## src/rtl/slem_map.vh

```
// register offsets, field positions, reset values and lane count of the lane error monitor
`ifndef SLEM_MAP_VH
`define SLEM_MAP_VH
// word indices; byte address is four times the index
`define SLEM_IDX_CNT_SEL      12'h46b
`define SLEM_IDX_DESKEW       12'h46c
`define SLEM_IDX_DISP         12'h46d
`define SLEM_IDX_INVALID      12'h46e
`define SLEM_IDX_UNEXP        12'h46f
`define SLEM_IDX_SYNC         12'h470
`define SLEM_IDX_IRQ_ENABLE   12'h47a
`define SLEM_IDX_THRESHOLD    12'h47c
`define SLEM_IDX_IRQ_STATUS   12'h480
// fields
`define SLEM_TYPE_DISP        2'h0
`define SLEM_TYPE_INVALID     2'h1
`define SLEM_TYPE_UNEXP       2'h2
`define SLEM_BIT_IRQ_CLR      7
`define SLEM_BIT_CNT_STOP     6
`define SLEM_BIT_CNT_CLR      5
`define SLEM_BIT_MASK_DISP    7
`define SLEM_BIT_MASK_INVALID 6
`define SLEM_BIT_MASK_UNEXP   5
`define SLEM_BIT_MASK_SYNC    0
// reset values and lane count
`define SLEM_RST_DESKEW       8'h0f
`define SLEM_RST_THRESHOLD    8'hff
`define SLEM_LANES            8
`endif

```

## src/rtl/slem_lane_error_monitor.v

```verilog
// per-lane code group error monitor with avalon-mm register slave
`timescale 1ns/1ns
`include "slem_map.vh"
// What this block does
// - type code 00 disparity, 01 invalid, 10 control
// - readback returns the count of the selected error type and lane
// - lane selector bits 6:4 pick readback lane
// - deskew enable register, low four set
// - disparity flag sets when count reaches threshold
// - command bit 7 clears disparity interrupt
// - command bit 6 stops disparity counter
// - command bit 5 zeroes disparity counter
// - bits 2:0 name the commanded lane
// - invalid code flag sets at threshold
// - invalid and control commands: clear, stop, zero
// - unexpected control flag sets at threshold
// - sync status shows live lane alignment
// - writing bit 7 clears sync interrupt
// - any lost alignment raises sync request
// - masked disparity threshold drives interrupt low
module slem_lane_error_monitor (
  // clock and reset
  input  wire        ref_clk_in,
  input  wire        rst_b_in,
  // avalon-mm slave
  input  wire [13:0] avs_address_in,
  input  wire        avs_read_in,
  input  wire        avs_write_in,
  input  wire [31:0] avs_writedata_in,
  input  wire [3:0]  avs_byteenable_in,
  output reg  [31:0] avs_readdata_out,
  output reg         avs_waitrequest_out,
  output reg  [1:0]  avs_response_out,
  // link side, sampled on the reference clock
  input  wire        link_clk_in,
  input  wire [7:0]  disparity_error_in,
  input  wire [7:0]  invalid_code_in,
  input  wire [7:0]  unexpected_control_in,
  input  wire [7:0]  lane_alignment_flag_in,
  // outputs
  output reg  [7:0]  lane_align_enable_out,
  output reg         sync_request_b_out,
  output reg         irq_b_out
);

  localparam ST_IDLE = 2'b01;
  localparam ST_ACK  = 2'b10;

  integer i;

  // link clock and alignment pins pass three flops
  reg  [2:0]  lclk_sync;
  reg  [7:0]  al_s1;
  reg  [7:0]  al_s2;
  reg  [7:0]  al_s3;
  reg  [7:0]  lane_alignment_flag;
  reg         lclk_level;
  reg  [23:0] err_d1;
  reg  [23:0] err_d2;
  reg  [23:0] err_d3;
  // error levels count only once the second and third flops agree
  reg  [23:0] err_level;

  always @(posedge ref_clk_in or negedge rst_b_in) begin
    if (!rst_b_in) begin
      lclk_sync  <= 3'h0;
      lclk_level <= 1'b0;
      al_s1      <= 8'h00;
      al_s2      <= 8'h00;
      al_s3      <= 8'h00;
      lane_alignment_flag <= 8'h00;
      err_d1     <= 24'h000000;
      err_d2     <= 24'h000000;
      err_d3     <= 24'h000000;
      err_level  <= 24'h000000;
    end else begin
      lclk_sync  <= {lclk_sync[1:0], link_clk_in};
      if (lclk_sync[1] == lclk_sync[2])
        lclk_level <= lclk_sync[2];
      al_s1 <= lane_alignment_flag_in;
      al_s2 <= al_s1;
      al_s3 <= al_s2;
      for (i = 0; i < `SLEM_LANES; i = i + 1) begin
        if (al_s2[i] == al_s3[i])
          lane_alignment_flag[i] <= al_s3[i];
      end
      err_d1 <= {unexpected_control_in, invalid_code_in, disparity_error_in};
      err_d2 <= err_d1;
      err_d3 <= err_d2;
      for (i = 0; i < 24; i = i + 1) begin
        if (err_d2[i] == err_d3[i])
          err_level[i] <= err_d3[i];
      end
    end
  end

  // one error sample per link clock rising edge, taken after the agreed edge
  reg lclk_prev;
  always @(posedge ref_clk_in or negedge rst_b_in) begin
    if (!rst_b_in)
      lclk_prev <= 1'b0;
    else
      lclk_prev <= lclk_level;
  end
  wire link_tick = lclk_level & ~lclk_prev;

  // register file
  reg [1:0]  error_type_selector;
  reg [2:0]  readback_lane_selector;
  reg [7:0]  error_count_threshold;
  reg [7:0]  irq_enable;
  // counts are eight lanes of eight bits, lane 0 in the low byte
  wire [63:0] disparity_error_count;
  wire [63:0] invalid_code_count;
  wire [63:0] unexpected_control_count;
  wire [7:0]  disparity_error_flag;
  wire [7:0]  invalid_code_flag;
  wire [7:0]  unexpected_control_flag;
  reg [7:0]  sync_irq;
  reg [7:0]  sync_prev;
  reg [1:0]  state;

  wire [11:0] idx     = avs_address_in[13:2];
  wire        wr_go   = (state == ST_IDLE) & avs_write_in & avs_byteenable_in[0];
  wire [7:0]  wd      = avs_writedata_in[7:0];
  wire [2:0]  cmd_ln  = wd[2:0];

  // command pulses live for the accepting cycle only
  reg [2:0]  cmd_hit;
  always @* begin
    cmd_hit = 3'h0;
    if (wr_go) begin
      cmd_hit[0] = (idx == `SLEM_IDX_DISP);
      cmd_hit[1] = (idx == `SLEM_IDX_INVALID);
      cmd_hit[2] = (idx == `SLEM_IDX_UNEXP);
    end
  end

  // one-hot lane decode of a command write
  wire [7:0]  cmd_lane_hot = 8'h01 << cmd_ln;

  // per-type command pulses, alive in the accepting cycle only
  wire        disparity_irq_clear              = cmd_hit[0] & wd[`SLEM_BIT_IRQ_CLR];
  wire        disparity_counter_stop           = cmd_hit[0] & wd[`SLEM_BIT_CNT_STOP];
  wire        disparity_counter_clear          = cmd_hit[0] & wd[`SLEM_BIT_CNT_CLR];
  wire        invalid_code_irq_clear           = cmd_hit[1] & wd[`SLEM_BIT_IRQ_CLR];
  wire        invalid_code_counter_stop        = cmd_hit[1] & wd[`SLEM_BIT_CNT_STOP];
  wire        invalid_code_counter_clear       = cmd_hit[1] & wd[`SLEM_BIT_CNT_CLR];
  wire        unexpected_control_irq_clear     = cmd_hit[2] & wd[`SLEM_BIT_IRQ_CLR];
  wire        unexpected_control_counter_stop  = cmd_hit[2] & wd[`SLEM_BIT_CNT_STOP];
  wire        unexpected_control_counter_clear = cmd_hit[2] & wd[`SLEM_BIT_CNT_CLR];

  // one counter per lane and error type
  genvar g;
  generate
    for (g = 0; g < `SLEM_LANES; g = g + 1) begin : lane_g
      slem_err_counter disp_u (
        .ref_clk_in   (ref_clk_in),
        .rst_b_in     (rst_b_in),
        .tick_in      (link_tick),
        .err_in       (err_level[g]),
        .clear_in     (disparity_counter_clear & cmd_lane_hot[g]),
        .stop_in      (disparity_counter_stop & cmd_lane_hot[g]),
        .irq_clear_in (disparity_irq_clear & cmd_lane_hot[g]),
        .threshold_in (error_count_threshold),
        .count_out    (disparity_error_count[g*8 +: 8]),
        .flag_out     (disparity_error_flag[g])
      );
      slem_err_counter inv_u (
        .ref_clk_in   (ref_clk_in),
        .rst_b_in     (rst_b_in),
        .tick_in      (link_tick),
        .err_in       (err_level[8+g]),
        .clear_in     (invalid_code_counter_clear & cmd_lane_hot[g]),
        .stop_in      (invalid_code_counter_stop & cmd_lane_hot[g]),
        .irq_clear_in (invalid_code_irq_clear & cmd_lane_hot[g]),
        .threshold_in (error_count_threshold),
        .count_out    (invalid_code_count[g*8 +: 8]),
        .flag_out     (invalid_code_flag[g])
      );
      slem_err_counter unexp_u (
        .ref_clk_in   (ref_clk_in),
        .rst_b_in     (rst_b_in),
        .tick_in      (link_tick),
        .err_in       (err_level[16+g]),
        .clear_in     (unexpected_control_counter_clear & cmd_lane_hot[g]),
        .stop_in      (unexpected_control_counter_stop & cmd_lane_hot[g]),
        .irq_clear_in (unexpected_control_irq_clear & cmd_lane_hot[g]),
        .threshold_in (error_count_threshold),
        .count_out    (unexpected_control_count[g*8 +: 8]),
        .flag_out     (unexpected_control_flag[g])
      );
    end
  endgenerate

  integer k;

  // code group sync interrupt: set on any loss, cleared by writing bit 7
  always @(posedge ref_clk_in or negedge rst_b_in) begin
    if (!rst_b_in) begin
      sync_irq  <= 8'h00;
      sync_prev <= 8'h00;
    end else begin
      sync_prev <= lane_alignment_flag;
      for (k = 0; k < `SLEM_LANES; k = k + 1) begin
        if (sync_prev[k] && !lane_alignment_flag[k])
          sync_irq[k] <= 1'b1;
        else if (wr_go && idx == `SLEM_IDX_SYNC && wd[`SLEM_BIT_IRQ_CLR])
          sync_irq[k] <= 1'b0;
      end
    end
  end

  // readback mux
  reg [7:0] rd_val;
  reg       rd_ok;
  always @* begin
    rd_val = 8'h00;
    rd_ok  = 1'b1;
    case (idx)
      `SLEM_IDX_CNT_SEL: begin
        case (error_type_selector)
          `SLEM_TYPE_DISP:
            rd_val = disparity_error_count[{readback_lane_selector, 3'h0} +: 8];
          `SLEM_TYPE_INVALID:
            rd_val = invalid_code_count[{readback_lane_selector, 3'h0} +: 8];
          `SLEM_TYPE_UNEXP:
            rd_val = unexpected_control_count[{readback_lane_selector, 3'h0} +: 8];
          default:            rd_val = 8'h00;
        endcase
      end
      `SLEM_IDX_DESKEW:     rd_val = lane_align_enable_out;
      `SLEM_IDX_DISP:       rd_val = disparity_error_flag;
      `SLEM_IDX_INVALID:    rd_val = invalid_code_flag;
      `SLEM_IDX_UNEXP:      rd_val = unexpected_control_flag;
      `SLEM_IDX_SYNC:       rd_val = lane_alignment_flag;
      `SLEM_IDX_THRESHOLD:  rd_val = error_count_threshold;
      `SLEM_IDX_IRQ_STATUS: rd_val = sync_irq;
      `SLEM_IDX_IRQ_ENABLE: rd_val = 8'h00;
      default:              rd_ok  = 1'b0;
    endcase
  end

  // avalon handshake: one wait cycle, then answer
  always @(posedge ref_clk_in or negedge rst_b_in) begin
    if (!rst_b_in) begin
      state                  <= ST_IDLE;
      avs_waitrequest_out    <= 1'b1;
      avs_readdata_out       <= 32'h00000000;
      avs_response_out       <= 2'h0;
      error_type_selector    <= 2'h0;
      readback_lane_selector <= 3'h0;
      error_count_threshold  <= `SLEM_RST_THRESHOLD;
      irq_enable             <= 8'h00;
      lane_align_enable_out  <= `SLEM_RST_DESKEW;
    end else begin
      case (state)
        ST_IDLE: begin
          avs_waitrequest_out <= 1'b1;
          if (avs_read_in || avs_write_in) begin
            state               <= ST_ACK;
            avs_waitrequest_out <= 1'b0;
            avs_readdata_out    <= avs_read_in ? {24'h000000, rd_val} : 32'h00000000;
            avs_response_out    <= rd_ok ? 2'h0 : 2'h3;
          end
          if (wr_go) begin
            case (idx)
              `SLEM_IDX_CNT_SEL: begin
                error_type_selector    <= wd[1:0];
                readback_lane_selector <= wd[6:4];
              end
              `SLEM_IDX_DESKEW:     lane_align_enable_out <= wd;
              `SLEM_IDX_THRESHOLD:  error_count_threshold <= wd;
              `SLEM_IDX_IRQ_ENABLE: irq_enable            <= wd;
              default: ;
            endcase
          end
        end
        ST_ACK: begin
          state               <= ST_IDLE;
          avs_waitrequest_out <= 1'b1;
        end
        default: begin
          state               <= ST_IDLE;
          avs_waitrequest_out <= 1'b1;
        end
      endcase
    end
  end

  // sync request and interrupt outputs
  always @(posedge ref_clk_in or negedge rst_b_in) begin
    if (!rst_b_in) begin
      sync_request_b_out <= 1'b0;
      irq_b_out          <= 1'b1;
    end else begin
      sync_request_b_out <= &lane_alignment_flag;
      irq_b_out <= ~((irq_enable[`SLEM_BIT_MASK_DISP] & |disparity_error_flag)
                   | (irq_enable[`SLEM_BIT_MASK_INVALID] & |invalid_code_flag)
                   | (irq_enable[`SLEM_BIT_MASK_UNEXP] & |unexpected_control_flag)
                   | (irq_enable[`SLEM_BIT_MASK_SYNC] & |sync_irq));
    end
  end

endmodule

// one error counter with its threshold flag, for one lane and one error type
module slem_err_counter (
  // clock and reset
  input  wire       ref_clk_in,
  input  wire       rst_b_in,
  // link sample and error level
  input  wire       tick_in,
  input  wire       err_in,
  // command pulses for this lane
  input  wire       clear_in,
  input  wire       stop_in,
  input  wire       irq_clear_in,
  // threshold and results
  input  wire [7:0] threshold_in,
  output reg  [7:0] count_out,
  output reg        flag_out
);

  reg stopped;

  // stop holds until reset; a clear in the same write still zeroes the count
  always @(posedge ref_clk_in or negedge rst_b_in) begin
    if (!rst_b_in) begin
      count_out <= 8'h00;
      stopped   <= 1'b0;
    end else begin
      if (stop_in)
        stopped <= 1'b1;
      if (clear_in)
        count_out <= 8'h00;
      else if (tick_in && err_in && !stopped && count_out != 8'hff)
        count_out <= count_out + 8'h01;
    end
  end

  // set wins over clear, so a count still at threshold keeps the flag
  always @(posedge ref_clk_in or negedge rst_b_in) begin
    if (!rst_b_in)
      flag_out <= 1'b0;
    else if (count_out >= threshold_in)
      flag_out <= 1'b1;
    else if (irq_clear_in)
      flag_out <= 1'b0;
  end

endmodule

```

## config.mk

```make
export PLATFORM = sky130hd
export DESIGN_NAME = slem_lane_error_monitor
export DESIGN_NICKNAME = d
export VERILOG_FILES = /design/src/rtl/slem_lane_error_monitor.v
export VERILOG_INCLUDE_DIRS = /design/src /design/src/rtl
export SDC_FILE = /design/constraint.sdc
export NUM_CORES = 1
export LEC_CHECK = 0
export ABC_AREA = 1
export BUFFER_PORTS_ARGS = -buffer_cell sky130_fd_sc_hd__buf_4
export CORE_MARGIN = 3
export CORE_UTILIZATION = 30
export CTS_BUF_LIST = sky130_fd_sc_hd__clkbuf_16
export CTS_CLUSTER_DIAMETER = 60
export DETAILED_ROUTE_END_ITERATION = 8
export PLACE_DENSITY = 0.57
export SYNTH_ARGS = -nofsm -noshare
export SYNTH_HDL_FRONTEND = slang
export SYNTH_SLANG_ARGS = --single-unit
```

## constraint.sdc

```tcl
create_clock -name ref_clk_in -period 2.02 [get_ports ref_clk_in]
set_clock_uncertainty 0.1 [all_clocks]
set_input_delay 0.505 -clock ref_clk_in [delete_from_list [all_inputs] [get_ports ref_clk_in]]
set_output_delay 0.505 -clock ref_clk_in [all_outputs]
set_load 0.01 [all_outputs]
```

; ---- Yosys cells after proc, flatten, opt, wreduce, memory -nomap -nowiden
; Index checks and enable logic that the tools add are counted.
[word_totals]
in_bits = 87
ff_bits = 457
output_inout_bits = 45
[classes]
n_mux = 115
magnitude_cmp = 24
bitwise_logic = 93
addsub = 24
shifts = 4
eq_ne = 70
reduce_logical = 183
[op_table]
columns = cell, n
row1 = 8-bit 2-to-1 mux, 49
row2 = 8-bit by 1-bit adder with 8-bit output (second input constant), 24
row3 = 8-bit greater-or-equal comparator, 24
row4 = 8-bit != test (second input constant), 24
row5 = 64-bit by 7-bit indexed part select with 8-bit output, 3
row6 = 2-bit nonzero test, 56
row7 = 12-bit by 11-bit equality test with 1-bit output (second input constant), 9
row8 = 1-bit AND, 88
row9 = 1-bit logical AND, 82
row10 = 8-bit case mux with 8 select lines, 1
row11 = 1-bit 2-to-1 mux, 60
row12 = 1-bit equality test, 33
row13 = 1-bit zero test, 32
row14 = 8-bit OR reduction, 4
row15 = 8-bit case mux with 3 select lines, 1
row16 = 3-bit AND reduction, 4
row17 = 9-bit OR reduction, 1
row18 = 8-bit AND reduction, 1
row19 = 1-bit by 3-bit left shift with 8-bit output (first input constant), 1
row20 = 2-bit 2-to-1 mux, 3
row21 = 2-bit by 1-bit equality test with 1-bit output (second input constant), 2
row22 = 3-bit 2-to-1 mux, 1
row23 = 1-bit OR, 3
row24 = 2-bit equality test (second input constant), 1
row25 = 5 further kinds, 6

; ---- Logic depth before layout (Yosys ltp)
[depth]
word_depth = 8
depth_mapped = 16
ltp_nobuf = 14

; ---- By module
; A second synthesis with hierarchy kept.
[hier_totals]
hier_cells = 3924
hier_area_um2 = 28932.7
[modules_own_cells]
columns = module, seq_area_each_um2, cells_each, area_per_inst_um2, n_inst
row1 = slem_err_counter, 250.2, 114, 814.5, 24
row2 = slem_lane_error_monitor, 4723.3, 1188, 9384.0, 1

; ---- Least setup slack after synthesis
; No wires, ideal clock.
[synth_path]
path_kind = reg2reg
startpoint = register error_type_selector[0]
endpoint = register avs_readdata_out[3]
required_time_ns = 1.803
arrival_ns = 1.777
n_path_buf = 2
period_less_slack_ns = 1.994
path_stages_with_launch = 13
slack_ns = 0.026
path_cell_list = dfrtp_1 inv_1 ha_1 inv_1 clkbuf_1 clkbuf_1 nand2_1 nand3_1 nand3_1 nand3_1 nand2_1 nand2_1 nand2_1
[synth_between]
elab_chain_len = 4
word_cells_on_any_way = 6
[synth_lines]
columns = item, line
row1 = from (decl), slem_lane_error_monitor.v:108  ; reg [1:0] error_type_selector;
row2 = from (signal assigned), slem_lane_error_monitor.v:269  ; error_type_selector <= wd[1:0];
row3 = 2-bit equality test (tied with other cells), slem_lane_error_monitor.v:222  ; case (error_type_selector)
row4 = 8-bit case mux with 3 select lines (*), slem_lane_error_monitor.v:222
row5 = 8-bit case mux with 8 select lines (*), slem_lane_error_monitor.v:220  ; case (idx)
row6 = 8-bit 2-to-1 mux (*), slem_lane_error_monitor.v:263  ; avs_readdata_out <= avs_read_in ? {24'h000000, rd_val} : 32'h00000000;
row7 = to (signal assigned), slem_lane_error_monitor.v:263
row8 = to (decl), slem_lane_error_monitor.v:31  ; output reg [31:0] avs_readdata_out,
; Every way passes the cells marked *; elsewhere a longest branch is shown, timed or not.
; A chain may end at the register's enable or synchronous reset.

; ---- Worst setup path after layout
[layout_path]
startpoint = register error_count_threshold[1]
endpoint = register lane_g[2].unexp_u.flag_out
[layout_between]
elab_chain_len = 2
word_cells_on_any_way = 3
[layout_lines]
columns = item, line
row1 = from (decl), slem_lane_error_monitor.v:110  ; reg [7:0] error_count_threshold;
row2 = from (signal assigned), slem_lane_error_monitor.v:253  ; error_count_threshold <= `SLEM_RST_THRESHOLD;
row3 = from (signal assigned), slem_lane_error_monitor.v:273  ; `SLEM_IDX_THRESHOLD: error_count_threshold <= wd;
row4 = 8-bit greater-or-equal comparator (*), slem_lane_error_monitor.v:346  ; else if (count_out >= threshold_in)
row5 = 1-bit 2-to-1 mux or 2-bit nonzero test (tied branches), -
row6 = to (signal assigned), slem_lane_error_monitor.v:345  ; flag_out <= 1'b0;
row7 = to (signal assigned), slem_lane_error_monitor.v:347  ; flag_out <= 1'b1;
row8 = to (signal assigned), slem_lane_error_monitor.v:349  ; flag_out <= 1'b0;
row9 = to (decl), slem_lane_error_monitor.v:322  ; output reg flag_out
; Marked as above.

==> qor.csv <==
stage;metric;value;unit
outcome;status;complete, but fails checks;
outcome;violated checks;negative setup slack;
cts;CTS Sinks;428;
synthesis;Main synth FF type;dfrtp_1;
cells_and_area;share of layout cells above drive strength 1;25.7;%
power;Leakage;14.6;nW
global_routing;first-pass GRT wire length;123;mm
placement;area post-placement;0.0285;mm2
setup_path;RR Endpoint;lane_g[2].unexp_u.flag_out$_DFFE_PN0P_;
cts;worst skew pair latency;620;ps
sta;pin slew with the least headroom to its limit;706;ps
sta;# setup viols final;24;
setup_path;Critical Path AT;2540;ps
cts;CTS max path bufs;3;
detailed_routing;Pre-antenna DRT Iters;6;
global_routing;initial antenna violation count;3;
setup_path;Worst Path Class, Setup;reg -> reg;
placement;final HPWL from detailed placement;57.4;mm
synthesis;Syn. warnings;0;
placement;# port buffers;78;
global_routing;Total GRT Usage;18.3;%
synthesis;synth unique cells;45;
sta;fin. max-slew vios;0;
synthesis;sequential element share of the synthesized area;43.4;%
setup_path;worst-path fanout max;8;
detailed_routing;initial drt markers;1663;
detailed_routing;via count;22200;
die;Die Y-Extent;293;um
hold_path;Hold Path Class;in -> reg;
hold_path;Hold Crit Depth;3;
detailed_routing;Routed Antenna Nets;0;
synthesis;Synth area leader;dfrtp_1;
cells_and_area;commonest non-fill, non-tap cell in the layout;nand2_1;
global_routing;largest net degree at the start of global routing;78;
flow_run;max-cap violation count;0;
synthesis;Area contributors post-synth;dfrtp_1 42%, ha_1 11%, nand2_1 11%;
hold_path;Hold Path End;error_count_threshold[3]$_DFFE_PN1P_;
sta;Final Hold Fails;0;
setup_path;R2R setup slack;-130;ps
power;peak supply drop;0.741;mV
cells_and_area;post-route cell area;0.0334;mm2
die;Initial Utilization;30.5;%
die;die area;0.0860;mm2
setup_path;R2R Path Start;error_count_threshold[1]$_DFFE_PN1P_;
detailed_routing;routed length per instance;18.3;um
sta;slew margin rel.;52.6;%
setup_path;Worst Reg2Reg Path Length in Cells;10;
synthesis;synthesized cell area;0.0247;mm2
sta;setup ws final;-125;ps
sta;post-layout min period;2150;ps
cts;number of H-tree levels;2;
detailed_routing;DRC Markers;0;
global_routing;vias in the first global route;21100;
cells_and_area;Final nets;3698;
global_routing;grt ovf;0;
cts;CTS Buf Count;51;
synthesis;Post-Synthesis Cells;3004;
setup_path;Req. time, crit path;2410;ps
placement;pre-CTS setup slack;-199;ps
die;Rows;104;
placement;GP Congestion;0.926;
synthesis;number of enable flip-flop cells after synthesis;0;
cells_and_area;commonest non-fill, non-tap cells in the layout;591 x nand2_1, 400 x dfrtp_1, 336 x nor2_1, 274 x buf_4, 211 x inv_1;
die;I/O pin count;132;
detailed_routing;Vias/cell;4.93;
cts;Clock transition at path regs;60;ps
sta;RSZ-0062 raised after global routing;yes;
detailed_routing;wirelength, routed;82.2;mm
hold_path;Hold Path Origin;avs_writedata_in[3];
power;PwrDens;905;mW/mm2
synthesis;Async SR Flop Fraction;100;%
die;Die Span X;293;um
sta;fmax;0.466;GHz
cells_and_area;Synth-to-Final Area Change;34.8;%
sta;post-route clock period utilization;106;%
cts;CTS tree;done;
setup_path;Critical Path Source Type;register;
die;core box area;0.0811;mm2
setup_path;crit path capture type;register;
synthesis;Syn Area/Cell;8.24;um2
cts;CTS Root Cell;clkbuf_16;
synthesis;share of the synthesized area in the top cell type;41.8;%
synthesis;#FFs+latches synth;428;
-- what timing repair did --
| action | 4_1_cts | 5_1_grt |
|---|---|---|
| buffers inserted | 11 | 20 |
| gates resized for setup | 136 | 348 |
| hold endpoints to repair | 247 | 0 |
| hold buffers | 36 | 0 |
| gates cloned | 7 | 10 |
| endpoints found under the setup margin | 48 | 178 |
| pin swaps | 33 | 95 |
-- power by group --
group,internal [mW],leakage [nW],switching [mW],total [mW]
sequential,10.1,4.77,2.18,12.3
clock,5.61,0.858,4.04,9.65
combinational,3.81,9.00,4.46,8.28
-- kinds of logic (layout without fill, tap and decap cells) --
| family | count (synthesis) | after routing | share of synthesized area (%) |
|---|---|---|---|
| and+or+nand+nor | 1535 | 1535 | 27.1 |
| DFF | 428 | 428 | 43.4 |
| AOI/OAI and AO/OA | 357 | 357 | 7.83 |
| buffers and inverters | 321 | 729 | 5.35 |
| adders and majority gates | 252 | 252 | 12.4 |
| xor gates and xnor gates | 110 | 110 | 3.89 |
| other | 1 | 25 | 0.0152 |
-- critical path: stages, from the launching register on --
cell and delay (ps):
dfstp_2 550, inv_4 70, buf_12 170, ha_1 330, a21oi_1 150, o21ai_0 90, nand2_1 60, o211ai_1 90
a21oi_2 150, buf_4 160, o21ai_0 70
-- synthesized netlist by cell type, drive strengths merged, types with 15 or more instances --
cell type and count:
inv 245, o211ai 25, buf 54, xor2 99
maj3 33, dfrtp 413, nor3 97, nand3 262
nor3b 18, dfstp 15, a21oi 170, clkbuf 20
nand2 716, nor2 389, o21bai 20, ha 219
nand4 46, o21ai 127
-- sequential cells by signal, indices dropped and copies added, names as in the netlist, 24 cells and up --
signal / count
err_d2: 24
err_d3: 24
lane_g.inv_u.count_out: 64
err_d1: 24
err_level: 24
lane_g.unexp_u.count_out: 64
lane_g.disp_u.count_out: 64
-- metal layers --
metal | GRT usage, % | part of all wire, %
met3 | 2.69 | 6.6
met2 | 29.6 | 46
met1 | 25.0 | 44
met5 | 0 | 0.026
met4 | 6.96 | 3.6
-- final cells by class --
class                           count  area [um2]
Fill cell                        7959       47700
Multi-Input combinational cell   2278       14700
Sequential cell                   428       10700
Timing Repair Buffer              386        3850
Tap cell                         1060        1330
Clock buffer                       51        1280
Inverter                          247         951
Clock inverter                     45         495
Antenna cell                        1        2.50
-- metrics by stage --
stage | TNS (ps) | hold WS (ps) | power (mW) | std cells | util (%)
finish | -1090 | 68.8 | 30.2 | 4496 | 41.2
global route | -3500 | 81.4 | 32.3 | 4495 | 41.2
CTS | -1760 | 34.4 | 29.4 | 4469 | 38.8
detailed placement | -16070 | 235 | 19.2 | 4319 | 35.2
global placement | -14340 | 232 | 19.0 | 4319 | 35.2
floorplan | 0 | 109 | 16.5 | 3027 | -
-- worst max path at each step --
| stage | startpoint | to | depth (start not counted) |
|---|---|---|---|
| 2_1_floorplan | error_type_selector[0]$_DFFE_PN0P_ | avs_readdata_out[3]$_DFFE_PN0P_ | 12 |
| 3_3_place_gp | avs_address_in[3] | avs_readdata_out[7]$_DFFE_PN0P_ | 10 |
| 3_5_place_dp | error_type_selector[0]$_DFFE_PN0P_ | avs_readdata_out[0]$_DFFE_PN0P_ | 12 |
| 4_1_cts | error_count_threshold[3]$_DFFE_PN1P_ | lane_g[4].unexp_u.flag_out$_DFFE_PN0P_ | 10 |
| 5_1_grt | error_count_threshold[3]$_DFFE_PN1P_ | lane_g[2].unexp_u.flag_out$_DFFE_PN0P_ | 10 |
| 6_report | error_count_threshold[1]$_DFFE_PN1P_ | lane_g[2].unexp_u.flag_out$_DFFE_PN0P_ | 10 |
No activity file was read; power rests on OpenSTA's default activity.
